===== src/clk_rst_pkg.sv =====
/*
  Shared constants and types for the clock, reset and oscillation controller.
  Assumes a single 100 MHz sampling clock and an 8-bit register port.
*/
`default_nettype none
package clk_rst_pkg;

  // register port addresses
  localparam logic [7:0] ADDR_CLK_CTRL = 8'h00;
  localparam logic [7:0] ADDR_CPU_MODE = 8'h01;
  localparam logic [7:0] ADDR_STATUS = 8'h02;

  // clock control register fields
  localparam int CC_SEL_LSB = 0;
  localparam int CC_SUB_EN = 2;
  localparam int CC_SUB_DRV_DIS = 5;
  localparam int CC_MAIN_DRV_DIS = 6;
  // cpu mode register field
  localparam int CM_MAIN_STOP = 5;

  // system clock source codes
  localparam logic [1:0] SRC_SYN = 2'h0;
  localparam logic [1:0] SRC_MAIN = 2'h1;
  localparam logic [1:0] SRC_MAIN_DIV2 = 2'h2;
  localparam logic [1:0] SRC_SUB = 2'h3;

  // values after reset
  localparam logic [1:0] SEL_RESET = SRC_MAIN;
  localparam logic SUB_EN_RESET = 1'b0;
  localparam logic DRV_DIS_RESET = 1'b0;
  localparam logic MAIN_STOP_RESET = 1'b0;

  // reset vector bytes
  localparam logic [15:0] VEC_HI_ADDR = 16'hFFFA;
  localparam logic [15:0] VEC_LO_ADDR = 16'hFFFB;

  // stabilization timers
  localparam logic [7:0] T1_LOAD = 8'h00FF;
  localparam logic [7:0] T2_LOAD = 8'h0001;
  // phi / 8 equals sixteen system clock edges
  localparam logic [3:0] PRESC_LAST = 4'h000F;

  // pin positions in the synchronised pin vector
  localparam int PIN_RESET = 0;
  localparam int PIN_BOOT = 1;
  localparam int PIN_MAIN = 2;
  localparam int PIN_SUB = 3;
  localparam int PIN_SYN = 4;
  localparam int PIN_COUNT = 5;
  localparam logic [4:0] PIN_RESET_VAL = 5'h0000;

  typedef enum logic [2:0] {
    ST_RESET,
    ST_STAB,
    ST_VEC_HI,
    ST_VEC_LO,
    ST_VEC_DONE,
    ST_RUN,
    ST_WAIT,
    ST_STOP
  } mode_t;

  typedef struct packed {
    logic [7:0] addr;
    logic [7:0] wdata;
    logic we;
    logic re;
  } bus_req_t;

  typedef struct packed {
    logic [4:0] s1;
    logic [4:0] s2;
    logic [4:0] s3;
    logic [4:0] lvl;
    logic main_half;
    logic [1:0] ctl_sel;
    logic [1:0] act_sel;
    logic skip;
    logic sub_en;
    logic sub_drv_dis;
    logic main_drv_dis;
    logic main_stop;
    mode_t mode;
    logic from_reset;
    logic phi;
    logic [3:0] presc;
    logic [7:0] t1;
    logic [7:0] t2;
    logic [15:0] vector;
    logic [15:0] vec_addr;
    logic vec_rd;
    logic cpu_start;
    logic [7:0] rdata;
  } ctl_state_t;

endpackage : clk_rst_pkg
`default_nettype wire


===== src/clock_reset_oscillation_control.sv =====
/*
  Clock, reset and oscillation controller: reset release and vector fetch,
  four-way glitch-free system clock select, half-rate cpu clock, stop and
  wait modes, timer-based stabilization after stop.
  Assumes oscillator and reset pins are asynchronous to clk, which samples
  them at a rate well above the fastest source; vector memory answers a
  read in the next cycle; irq inputs are synchronous to clk.
*/
`default_nettype none

module clock_reset_oscillation_control (
  // clock and power-on reset
  input wire logic clk,
  input wire logic rst_n,
  // device pins
  input wire logic reset_pin_n,
  input wire logic boot_mode_pin,
  input wire logic main_osc_in,
  input wire logic sub_osc_in,
  input wire logic syn_clk_in,
  // oscillator control
  output logic main_osc_run,
  output logic main_amp_en,
  output logic sub_osc_run,
  output logic sub_amp_en,
  output logic sub_pins_gpio,
  // pin direction during reset
  output logic port_force_out,
  output logic port_force_in,
  // register port
  input wire clk_rst_pkg::bus_req_t bus,
  output logic [7:0] rdata,
  // cpu core and interrupt logic
  input wire logic stop_instruction,
  input wire logic wait_instruction,
  input wire logic ext_irq,
  input wire logic any_irq,
  output logic cpu_clk,
  output logic cpu_reset,
  output logic cpu_start,
  output logic [15:0] reset_vector,
  // vector memory read
  output logic vec_rd,
  output logic [15:0] vec_addr,
  input wire logic [7:0] vec_rdata
);

  clk_rst_pkg::ctl_state_t s;
  clk_rst_pkg::ctl_state_t next_s;

  logic [4:0] agree;
  logic [4:0] next_lvl;
  logic [4:0] rise;
  logic main_div2_rise;
  logic [3:0] src_edge;
  logic old_edge;
  logic sys_edge;
  logic phi_run;
  logic tick;
  logic t1_uf;
  logic t2_uf;
  logic in_reset;
  logic in_stop;

  // filtered pin levels: a change counts once the second and third stages agree
  always_comb begin
    agree = ~(s.s2 ^ s.s3);
    next_lvl = (agree & s.s3) | (~agree & s.lvl);
    rise = next_lvl & ~s.lvl;
  end

  // source edge events, indexed by source code
  always_comb begin
    main_div2_rise = rise[clk_rst_pkg::PIN_MAIN] & ~s.main_half;
    src_edge[clk_rst_pkg::SRC_SYN] = rise[clk_rst_pkg::PIN_SYN];
    src_edge[clk_rst_pkg::SRC_MAIN] = rise[clk_rst_pkg::PIN_MAIN];
    src_edge[clk_rst_pkg::SRC_MAIN_DIV2] = main_div2_rise;
    src_edge[clk_rst_pkg::SRC_SUB] = rise[clk_rst_pkg::PIN_SUB];
    old_edge = src_edge[s.act_sel];
    // first edge after a switch only realigns, it is not counted
    sys_edge = old_edge & ~s.skip;
  end

  always_comb begin
    in_reset = (s.mode == clk_rst_pkg::ST_RESET);
    in_stop = (s.mode == clk_rst_pkg::ST_STOP);
    phi_run = (s.mode == clk_rst_pkg::ST_RUN) ||
              (s.mode == clk_rst_pkg::ST_VEC_HI) ||
              (s.mode == clk_rst_pkg::ST_VEC_LO) ||
              (s.mode == clk_rst_pkg::ST_VEC_DONE);
    tick = sys_edge && (s.presc == clk_rst_pkg::PRESC_LAST);
    t1_uf = tick && (s.t1 == 8'h0000);
    t2_uf = t1_uf && (s.t2 == 8'h0000);
  end

  always_comb begin
    next_s = s;
    next_s.s1 = {syn_clk_in, sub_osc_in, main_osc_in, boot_mode_pin, reset_pin_n};
    next_s.s2 = s.s1;
    next_s.s3 = s.s2;
    next_s.lvl = next_lvl;
    next_s.vec_rd = 1'b0;
    next_s.cpu_start = 1'b0;

    if (rise[clk_rst_pkg::PIN_MAIN]) begin
      next_s.main_half = ~s.main_half;
    end

    // hand over to the new source only on an edge of the old one
    if (old_edge) begin
      if (s.ctl_sel != s.act_sel) begin
        next_s.act_sel = s.ctl_sel;
        next_s.skip = 1'b1;
      end else begin
        next_s.skip = 1'b0;
      end
    end

    // phi toggles on each system clock edge; halted it parks high
    if (sys_edge) begin
      if (phi_run) begin
        next_s.phi = ~s.phi;
      end else begin
        next_s.phi = 1'b1;
      end
    end else if (in_stop) begin
      // a stopped oscillator gives no edge, so park phi high at once
      next_s.phi = 1'b1;
    end

    // register writes
    if (bus.we) begin
      case (bus.addr)
        clk_rst_pkg::ADDR_CLK_CTRL: begin
          next_s.ctl_sel = bus.wdata[clk_rst_pkg::CC_SEL_LSB +: 2];
          next_s.sub_en = bus.wdata[clk_rst_pkg::CC_SUB_EN];
          next_s.sub_drv_dis = bus.wdata[clk_rst_pkg::CC_SUB_DRV_DIS];
          next_s.main_drv_dis = bus.wdata[clk_rst_pkg::CC_MAIN_DRV_DIS];
        end
        clk_rst_pkg::ADDR_CPU_MODE: begin
          next_s.main_stop = bus.wdata[clk_rst_pkg::CM_MAIN_STOP];
        end
        default: begin
        end
      endcase
    end

    // register reads, data in the following cycle, unmapped reads zero
    next_s.rdata = 8'h0000;
    if (bus.re) begin
      case (bus.addr)
        clk_rst_pkg::ADDR_CLK_CTRL: begin
          next_s.rdata[clk_rst_pkg::CC_SEL_LSB +: 2] = s.ctl_sel;
          next_s.rdata[clk_rst_pkg::CC_SUB_EN] = s.sub_en;
          next_s.rdata[clk_rst_pkg::CC_SUB_DRV_DIS] = s.sub_drv_dis;
          next_s.rdata[clk_rst_pkg::CC_MAIN_DRV_DIS] = s.main_drv_dis;
        end
        clk_rst_pkg::ADDR_CPU_MODE: begin
          next_s.rdata[clk_rst_pkg::CM_MAIN_STOP] = s.main_stop;
        end
        clk_rst_pkg::ADDR_STATUS: begin
          next_s.rdata = {s.phi, s.skip, s.act_sel, 1'b0, s.mode};
        end
        default: begin
        end
      endcase
    end

    // stabilization timers: phi/8 prescaler, timer1 down count, timer2 on timer1
    if (s.mode == clk_rst_pkg::ST_STAB) begin
      if (sys_edge) begin
        next_s.presc = s.presc + 4'h0001;
      end
      if (tick) begin
        if (s.t1 == 8'h0000) begin
          next_s.t1 = clk_rst_pkg::T1_LOAD;
        end else begin
          next_s.t1 = s.t1 - 8'h0001;
        end
      end
      if (t1_uf && (s.t2 != 8'h0000)) begin
        next_s.t2 = s.t2 - 8'h0001;
      end
    end

    case (s.mode)
      clk_rst_pkg::ST_RESET: begin
        // release when the reset pin returns high
        if (s.lvl[clk_rst_pkg::PIN_RESET]) begin
          next_s.mode = clk_rst_pkg::ST_STAB;
          next_s.from_reset = 1'b1;
          next_s.presc = 4'h0000;
          next_s.t1 = clk_rst_pkg::T1_LOAD;
          next_s.t2 = clk_rst_pkg::T2_LOAD;
        end
      end
      clk_rst_pkg::ST_STAB: begin
        // phi held high until timer2 underflows
        if (t2_uf) begin
          if (s.from_reset) begin
            next_s.mode = clk_rst_pkg::ST_VEC_HI;
          end else begin
            next_s.mode = clk_rst_pkg::ST_RUN;
          end
        end
      end
      clk_rst_pkg::ST_VEC_HI: begin
        next_s.vec_rd = 1'b1;
        next_s.vec_addr = clk_rst_pkg::VEC_HI_ADDR;
        next_s.mode = clk_rst_pkg::ST_VEC_LO;
      end
      clk_rst_pkg::ST_VEC_LO: begin
        // memory answers in the cycle after each read strobe
        next_s.vec_rd = 1'b1;
        next_s.vec_addr = clk_rst_pkg::VEC_LO_ADDR;
        next_s.mode = clk_rst_pkg::ST_VEC_DONE;
      end
      clk_rst_pkg::ST_VEC_DONE: begin
        if (s.vec_rd) begin
          // high byte arrives while the low byte read stands
          next_s.vector[15:8] = vec_rdata;
        end else begin
          // low byte completes the start address
          next_s.vector[7:0] = vec_rdata;
          next_s.cpu_start = 1'b1;
          next_s.from_reset = 1'b0;
          next_s.mode = clk_rst_pkg::ST_RUN;
        end
      end
      clk_rst_pkg::ST_RUN: begin
        if (stop_instruction) begin
          // stop halts phi and both oscillators, timers loaded
          next_s.mode = clk_rst_pkg::ST_STOP;
          next_s.presc = 4'h0000;
          next_s.t1 = clk_rst_pkg::T1_LOAD;
          next_s.t2 = clk_rst_pkg::T2_LOAD;
        end else if (wait_instruction) begin
          next_s.mode = clk_rst_pkg::ST_WAIT;
        end
      end
      clk_rst_pkg::ST_WAIT: begin
        // any interrupt restarts phi with no delay
        if (any_irq || ext_irq) begin
          next_s.mode = clk_rst_pkg::ST_RUN;
        end
      end
      clk_rst_pkg::ST_STOP: begin
        // external interrupt restarts the oscillators, then stabilize
        if (ext_irq) begin
          next_s.mode = clk_rst_pkg::ST_STAB;
          next_s.from_reset = 1'b0;
          next_s.presc = 4'h0000;
          next_s.t1 = clk_rst_pkg::T1_LOAD;
          next_s.t2 = clk_rst_pkg::T2_LOAD;
        end
      end
      default: begin
        next_s.mode = clk_rst_pkg::ST_RESET;
      end
    endcase

    // pin reset overrides everything and restores register defaults
    if (!s.lvl[clk_rst_pkg::PIN_RESET]) begin
      next_s.mode = clk_rst_pkg::ST_RESET;
      // selector back to the main oscillator
      next_s.ctl_sel = clk_rst_pkg::SEL_RESET;
      // sub oscillator off, its pins general I/O
      next_s.sub_en = clk_rst_pkg::SUB_EN_RESET;
      next_s.sub_drv_dis = clk_rst_pkg::DRV_DIS_RESET;
      next_s.main_drv_dis = clk_rst_pkg::DRV_DIS_RESET;
      next_s.main_stop = clk_rst_pkg::MAIN_STOP_RESET;
      next_s.from_reset = 1'b1;
    end
  end

  always_ff @(posedge clk or negedge rst_n) begin
    if (!rst_n) begin
      s.s1 <= clk_rst_pkg::PIN_RESET_VAL;
      s.s2 <= clk_rst_pkg::PIN_RESET_VAL;
      s.s3 <= clk_rst_pkg::PIN_RESET_VAL;
      s.lvl <= clk_rst_pkg::PIN_RESET_VAL;
      s.main_half <= 1'b0;
      s.ctl_sel <= clk_rst_pkg::SEL_RESET;
      s.act_sel <= clk_rst_pkg::SEL_RESET;
      s.skip <= 1'b0;
      s.sub_en <= clk_rst_pkg::SUB_EN_RESET;
      s.sub_drv_dis <= clk_rst_pkg::DRV_DIS_RESET;
      s.main_drv_dis <= clk_rst_pkg::DRV_DIS_RESET;
      s.main_stop <= clk_rst_pkg::MAIN_STOP_RESET;
      s.mode <= clk_rst_pkg::ST_RESET;
      s.from_reset <= 1'b1;
      s.phi <= 1'b1;
      s.presc <= 4'h0000;
      s.t1 <= clk_rst_pkg::T1_LOAD;
      s.t2 <= clk_rst_pkg::T2_LOAD;
      s.vector <= 16'h0000;
      s.vec_addr <= 16'h0000;
      s.vec_rd <= 1'b0;
      s.cpu_start <= 1'b0;
      s.rdata <= 8'h0000;
    end else begin
      s <= next_s;
    end
  end

  // oscillator enables
  always_comb begin
    // main stop bit halts the main oscillator; stop halts both
    main_osc_run = ~s.main_stop & ~in_stop;
    // sub oscillator runs only once software enables it
    sub_osc_run = s.sub_en & ~in_stop & ~in_reset;
    // drive-disable bits turn off the amplifiers
    main_amp_en = main_osc_run & ~s.main_drv_dis;
    sub_amp_en = sub_osc_run & ~s.sub_drv_dis;
    sub_pins_gpio = ~s.sub_en;
    // pin directions while reset is held
    port_force_out = in_reset & s.lvl[clk_rst_pkg::PIN_BOOT];
    port_force_in = in_reset;
  end

  assign rdata = s.rdata;
  assign cpu_clk = s.phi;
  assign cpu_reset = in_reset | s.from_reset;
  assign cpu_start = s.cpu_start;
  assign reset_vector = s.vector;
  assign vec_rd = s.vec_rd;
  assign vec_addr = s.vec_addr;

endmodule : clock_reset_oscillation_control
`default_nettype wire


===== config.mk =====
export PLATFORM = sky130hd
export DESIGN_NAME = clock_reset_oscillation_control
export DESIGN_NICKNAME = d
export VERILOG_FILES = /design/src/clk_rst_pkg.sv /design/src/clock_reset_oscillation_control.sv
export SDC_FILE = /design/constraint.sdc
export NUM_CORES = 1
export LEC_CHECK = 0
export BUFFER_PORTS_ARGS = -buffer_cell sky130_fd_sc_hd__buf_2
export CORE_ASPECT_RATIO = 1.2
export CORE_UTILIZATION = 45
export CTS_CLUSTER_DIAMETER = 80
export DETAILED_ROUTE_END_ITERATION = 6
export PLACE_DENSITY = 0.65
export SYNTH_ARGS = -nofsm -noshare
export SYNTH_HDL_FRONTEND = slang
export SYNTH_SLANG_ARGS = --single-unit
export TNS_END_PERCENT = 20

===== constraint.sdc =====
create_clock -name clk -period 2.4 [get_ports clk]
set_input_delay 0.24 -clock clk [delete_from_list [all_inputs] [get_ports clk]]
set_output_delay 0.24 -clock clk [all_outputs]
set_load 0.1 [all_outputs]

=== Yosys cells after proc, flatten, opt, wreduce, memory -nomap -nowiden ===
Cells that the tools add are included.

* Word-level logic and storage cells: 137
* Input port bits: 37
* RAM bits: 0
* Bits in latches: 0
* Memories kept: 0
* Memory bits (read-only): 0
* Flip-flop bits (word level): 97
* Output and inout port bits: 51

* Add/sub/neg operators: 3
* Reductions and logical operators: 22
* Bitwise gates (word level): 27
* Equal/unequal tests: 20
* Magnitude comparators: 1
* Mux-type cells: 40
* $mul: 0
* Div/mod/pow operators: 0
* Shift-type cells: 0

{| class="wikitable"
|+ Operator list
! operator !! count
|-
| $mux 20 || 4
|-
| $pmux 20 s3 || 1
|-
| $mux 8 || 5
|-
| $pmux 17 s2 || 1
|-
| $logic_not 8->1 || 3
|-
| $pmux 3 s8 || 1
|-
| $mux 3 || 6
|-
| $mux 4 || 4
|-
| $sub 8x1->8 const B || 2
|-
| $and 5x5->5 || 3
|-
| $not 5->5 || 3
|-
| $eq 3x3->1 const B || 4
|-
| $ne 3x3->1 const B || 4
|-
| $not 1->1 || 10
|-
| $reduce_and 2->1 || 5
|-
| $mux 1 || 9
|-
| $and 1x1->1 || 8
|-
| $eq 8x1->1 const B || 1
|-
| $eq 8x2->1 const B || 1
|-
| $mux 2 || 4
|-
| $reduce_bool 8->1 || 1
|-
| $eq 3x2->1 const B || 2
|-
| $pmux 1 s3 || 2
|-
| $pmux 3 s2 || 1
|-
| other kinds (20) || 28
|}

=== Logic depth before layout (Yosys ltp) ===
* Depth after elaboration: 17
* Gate-level depth with buffers: 8
* Gate-level depth less buffers: 6

=== Worst setup path before layout ===
Ideal clock, no wire load.

* Kind: register to output
* Start point: reg s[64] (netlist bit)
* End point: out sub_amp_en
* Path buffers: 1
* Path slack: -2.015 ns
* Data required time: 2.160 ns
* Arrival: 4.175 ns
* Stages on the path, launching flop included: 4
* Cells stage by stage: dfrtp_1 > clkbuf_1 > nor2_1 > nor4_1

* Elaborated cells on any way between the ends: 7
* Classes of those cells: eq/ne: 1; bitwise: 5; reduce/logical: 1

{| class="wikitable"
|+ RTL lines
! item !! line !! RTL
|-
| from (decl) || clock_reset_oscillation_control.sv:48 || <nowiki>clk_rst_pkg::ctl_state_t s;</nowiki>
|-
| from (signal assigned) || clock_reset_oscillation_control.sv:302 || <nowiki>s <= next_s;</nowiki>
|-
| $logic_not 3->1 || clock_reset_oscillation_control.sv:85 || <nowiki>in_reset = (s.mode == clk_rst_pkg::ST_RESET);</nowiki>
|-
| named net port_force_in || clock_reset_oscillation_control.sv:29 || <nowiki>output logic port_force_in,</nowiki>
|-
| $not 1->1 || clock_reset_oscillation_control.sv:311 || <nowiki>sub_osc_run = s.sub_en & ~in_stop & ~in_reset;</nowiki>
|-
| $and 1x1->1 || clock_reset_oscillation_control.sv:311 ||
|-
| $and 1x1->1 || clock_reset_oscillation_control.sv:314 || <nowiki>sub_amp_en = sub_osc_run & ~s.sub_drv_dis;</nowiki>
|-
| to (decl) || clock_reset_oscillation_control.sv:25 || <nowiki>output logic sub_amp_en,</nowiki>
|}

The timed path passes the listed nets, and every way through them passes these cells.

=== Worst setup path after layout ===
* Start point: reg s[66] (netlist bit)
* End point: out port_force_out

* Word-level cells in the longest chain between the ends: 2

{| class="wikitable"
|+ Ends and longest elaborated chain
! item !! line !! RTL
|-
| $logic_not 3->1 || clock_reset_oscillation_control.sv:85 ||
|-
| $and 1x1->1 || clock_reset_oscillation_control.sv:317 || <nowiki>port_force_out = in_reset & s.lvl[clk_rst_pkg::PIN_BOOT];</nowiki>
|-
| to (decl) || clock_reset_oscillation_control.sv:28 || <nowiki>output logic port_force_out,</nowiki>
|}

No other way between the ends.

==> metrics.md <==
| Metric | Value |
|---|---|
| Arr. time, crit path | 1.98 ns |
| Initial drt markers | 115 |
| First-pass GRT wire length | 13,400 um |
| Slew HR | 60.9% |
| Netlist cell types | 60 |
| # H-tree levels | 3 |
| Routed length per instance | 14.1 um |
| Seq. cell area | 2070 sq um |
| Starting Density | 47.1% |
| Core ar. | 8700 sq um |
| Total CTS buffers | 9 |
| Achievable Freq | 451 MHz |
| Seq cells post-synth | 82 |
| Post-synth EDFFs | 0 |
| Grt ovf | 0 |
| Async set-or-reset flop fraction in the synthesized netlist | 100% |
| Hold Path Origin | bus[2] |
| Clock root buffer | clkbuf_8 |
| DR vias/cell | 5.28 |
| # nets final | 475 |
| RD Place Congestion | 0.811 |
| Max Cap Viol | 0 |
| Ys flop type | dfrtp_1 |
| Die area | 9490 sq um |
| HPWL after detailed placement | 5600 um |
| Syn avg cell area | 10.9 sq um |
| Largest net degree at the start of global routing | 44 |
| Multi-input gate area | 1620 sq um |
| Count of final hold-check violations | 0 |
| Maximum root-to-sink buffer count | 2 |
| RR Startpoint | s[45]$_DFF_PN0_ |
| Clk pin slew, worst setup/hold paths | 0.09 ns |
| # resized after CTS | 0 |
| DRC viols | 0 |
| Req. time, crit path | 2.16 ns |
| Mapped Area | 4100 sq um |
| Total wire length | 7840 um |
| Fill cell count | 793 |
| Buffers on Ports | 82 |
| Startpoint Class | flop |
| Least-Margin Pin Slew | 0.587 ns |
| Worst-case vdd ir drop | 0.000714 V |
| Worst-case clock skew | 0.0102 ns |
| Final Util | 54.0% |
| Tot Pwr | 4.31 mW |
| Total GRT Usage | 18.6% |
| Via count | 2,935 |
| FF-to-FF path depth | 5 |
| IO Count | 88 |
| Mapped Cells | 377 |
| Synth warnings | 0 |
| Part of the power in registers | 39.3% |
| Initial antenna violation count | 0 |
| Setup-failing EPs final | 0 |
| Critical path endpoint category | primary output |
| Net Switching | 1.75 mW |
| Hold crit path type | primary input to flop |
| Fin crit period | 2.22 ns |
| Setup CP Type | flop to primary output |
| PwrDens | 918 nW/um^2 |
| RSZ-0062 raised after global routing | no |
| RR Endpoint | s[64]$_DFFE_PN0P_ |
| N_diodes | 0 |
| Worst hold path stage count | 3 |
| Share of layout cells above drive strength 1 | 36.7% |
| Die Span Y | 107 um |
| # clock sinks | 82 |
| ANT nets after route | 0 |
| Drt first pass iters | 4 |
| Hold EP | s[74]$_DFFE_PN1P_ |
| Clock network power share | 28.4% |
| Overall die width | 89.1 um |
| Layout Area Growth over Synthesis | 14.7% |
| Pint | 2.57 mW |
| Max Fanout on Critical Path | 8 |
| TritonCTS clock tree | yes |
| Gate power share | 32.4% |
| Vias in the first global route | 2,838 |
| Clk Latency, worst-skew pair | 0.36 ns |
| Sw Share | 40.5% |
| Row cnt | 37 |
| Seq/Total Area, Yosys | 50.5% |
| Run status | completed |
| Period utilization | 92.4% |
| Leakage | 2.14 nW |
| Max-slew violation count | 0 |
| Register-to-Register Setup Slack | 0.34 ns |
-- layout make-up --
type,instances,area share (%)
Sequential cell,82,44.0
Multi-Input combinational cell,228,34.5
Timing Repair Buffer,100,12.0
Tap cell,117,3.12
Clock buffer,10,2.93
Clock inverter,6,2.40
Inverter,13,1.04
-- worst max path at each step --
stage	start	endpoint	slack (ns)	cells past startpoint
5_1_grt	s[65]$_DFFE_PN0P_	port_force_out	0.08	4
2_1_floorplan	s[64]$_DFFE_PN0P_	sub_amp_en	-0.57	3
3_3_place_gp	s[71]$_DFFE_PN0N_	s[48]$_DFF_PN0_	0.45	5
4_1_cts	s[66]$_DFFE_PN0P_	port_force_out	0.17	4
3_5_place_dp	s[71]$_DFFE_PN0N_	s[48]$_DFF_PN0_	0.41	5
6_report	s[66]$_DFFE_PN0P_	port_force_out	0.18	4
-- repair_timing --
action                                  4_1_cts  5_1_grt
hold buffers                                  6        0
endpoints found under the setup margin        0        0
buffers inserted                              0        0
hold endpoints to repair                     42        0
-- cell usage in the layout, fill, tap and decap left out, drive strengths merged, types with 13 or more instances in the layout --
cell	synthesis	final
dfrtp	69	69
nor2	29	29
mux2	17	17
inv	12	13
a21oi	17	17
mux2i	15	15
dfstp	13	13
o21ai	17	17
buf	45	94
nand2	14	14
-- state kept, by name (all words and copies together) (netlist names) --
| signal | flops |
|---|---|
| s | 44 |
| reset_vector | 16 |
| next_s | 10 |
| rdata | 7 |
| vec_addr | 2 |
| cpu_clk | 1 |
| cpu_start | 1 |
| vec_rd | 1 |
-- synth_stat cells, types with 11 or more instances --
library cell,number,area (sq um)
a21oi_1,16,80.1
o21ai_0,16,80.1
nor2_1,28,105
buf_4,40,300
mux2i_1,15,150
nand2_1,14,52.6
nor3_1,11,55.1
mux2_2,17,191
dfrtp_1,69,1730
dfstp_2,13,342
inv_1,12,45.0
-- cells by family (layout without fill, tap and decap cells) --
logic type,count (synthesis),after routing,share of synthesized area [%]
AO/OA/AOI/OAI,60,60,9.74
XOR/XNOR,5,5,1.07
adder cells (fa/ha/maj),9,9,2.44
buffers and inverters,68,129,10.5
flip-flops,82,82,50.5
multiplexers,32,32,8.34
other,1,2,0.0915
AND/OR/NAND/NOR,120,120,17.3
-- stage by stage --
step | setup WS (ns) | instance area, sq um | instances | hold slack (ns) | TNS [ns]
after floorplan | -0.573 | 4120 | 378 | -0.0556 | -1.36
after global placement | 0.450 | 4390 | 534 | 0.255 | 0
after detailed placement | 0.413 | 4390 | 534 | 0.259 | 0
after CTS | 0.166 | 4700 | 556 | 0.102 | 0
after global routing | 0.0782 | 4700 | 556 | 0.111 | 0
final | 0.182 | 4700 | 556 | 0.116 | 0
-- power groups by stage --
stage	Combinational, mW	Sequential, mW	Clock [mW]
final	1.40	1.69	1.22
after global routing	1.46	1.72	1.31
after CTS	1.40	1.70	1.26
after detailed placement	1.39	1.72	0
after global placement	1.38	1.71	0
after floorplan	1.25	1.73	0
-- routing by layer --
metal	global-route usage, %	wire [um]	vias up
met5	0	0	-
met4	8.16	131	0
li1	-	-	1416
met2	28.2	3660	85
met1	24.6	3600	1426
met3	5.28	448	8
-- critical path: stages (launching register included) --
cell and delay, ns:
dfrtp_1 0.47, or2_2 0.38, nor2_2 0.22, and2_1 0.15, buf_2 0.41
No activity file was read; power rests on OpenSTA's default activity.
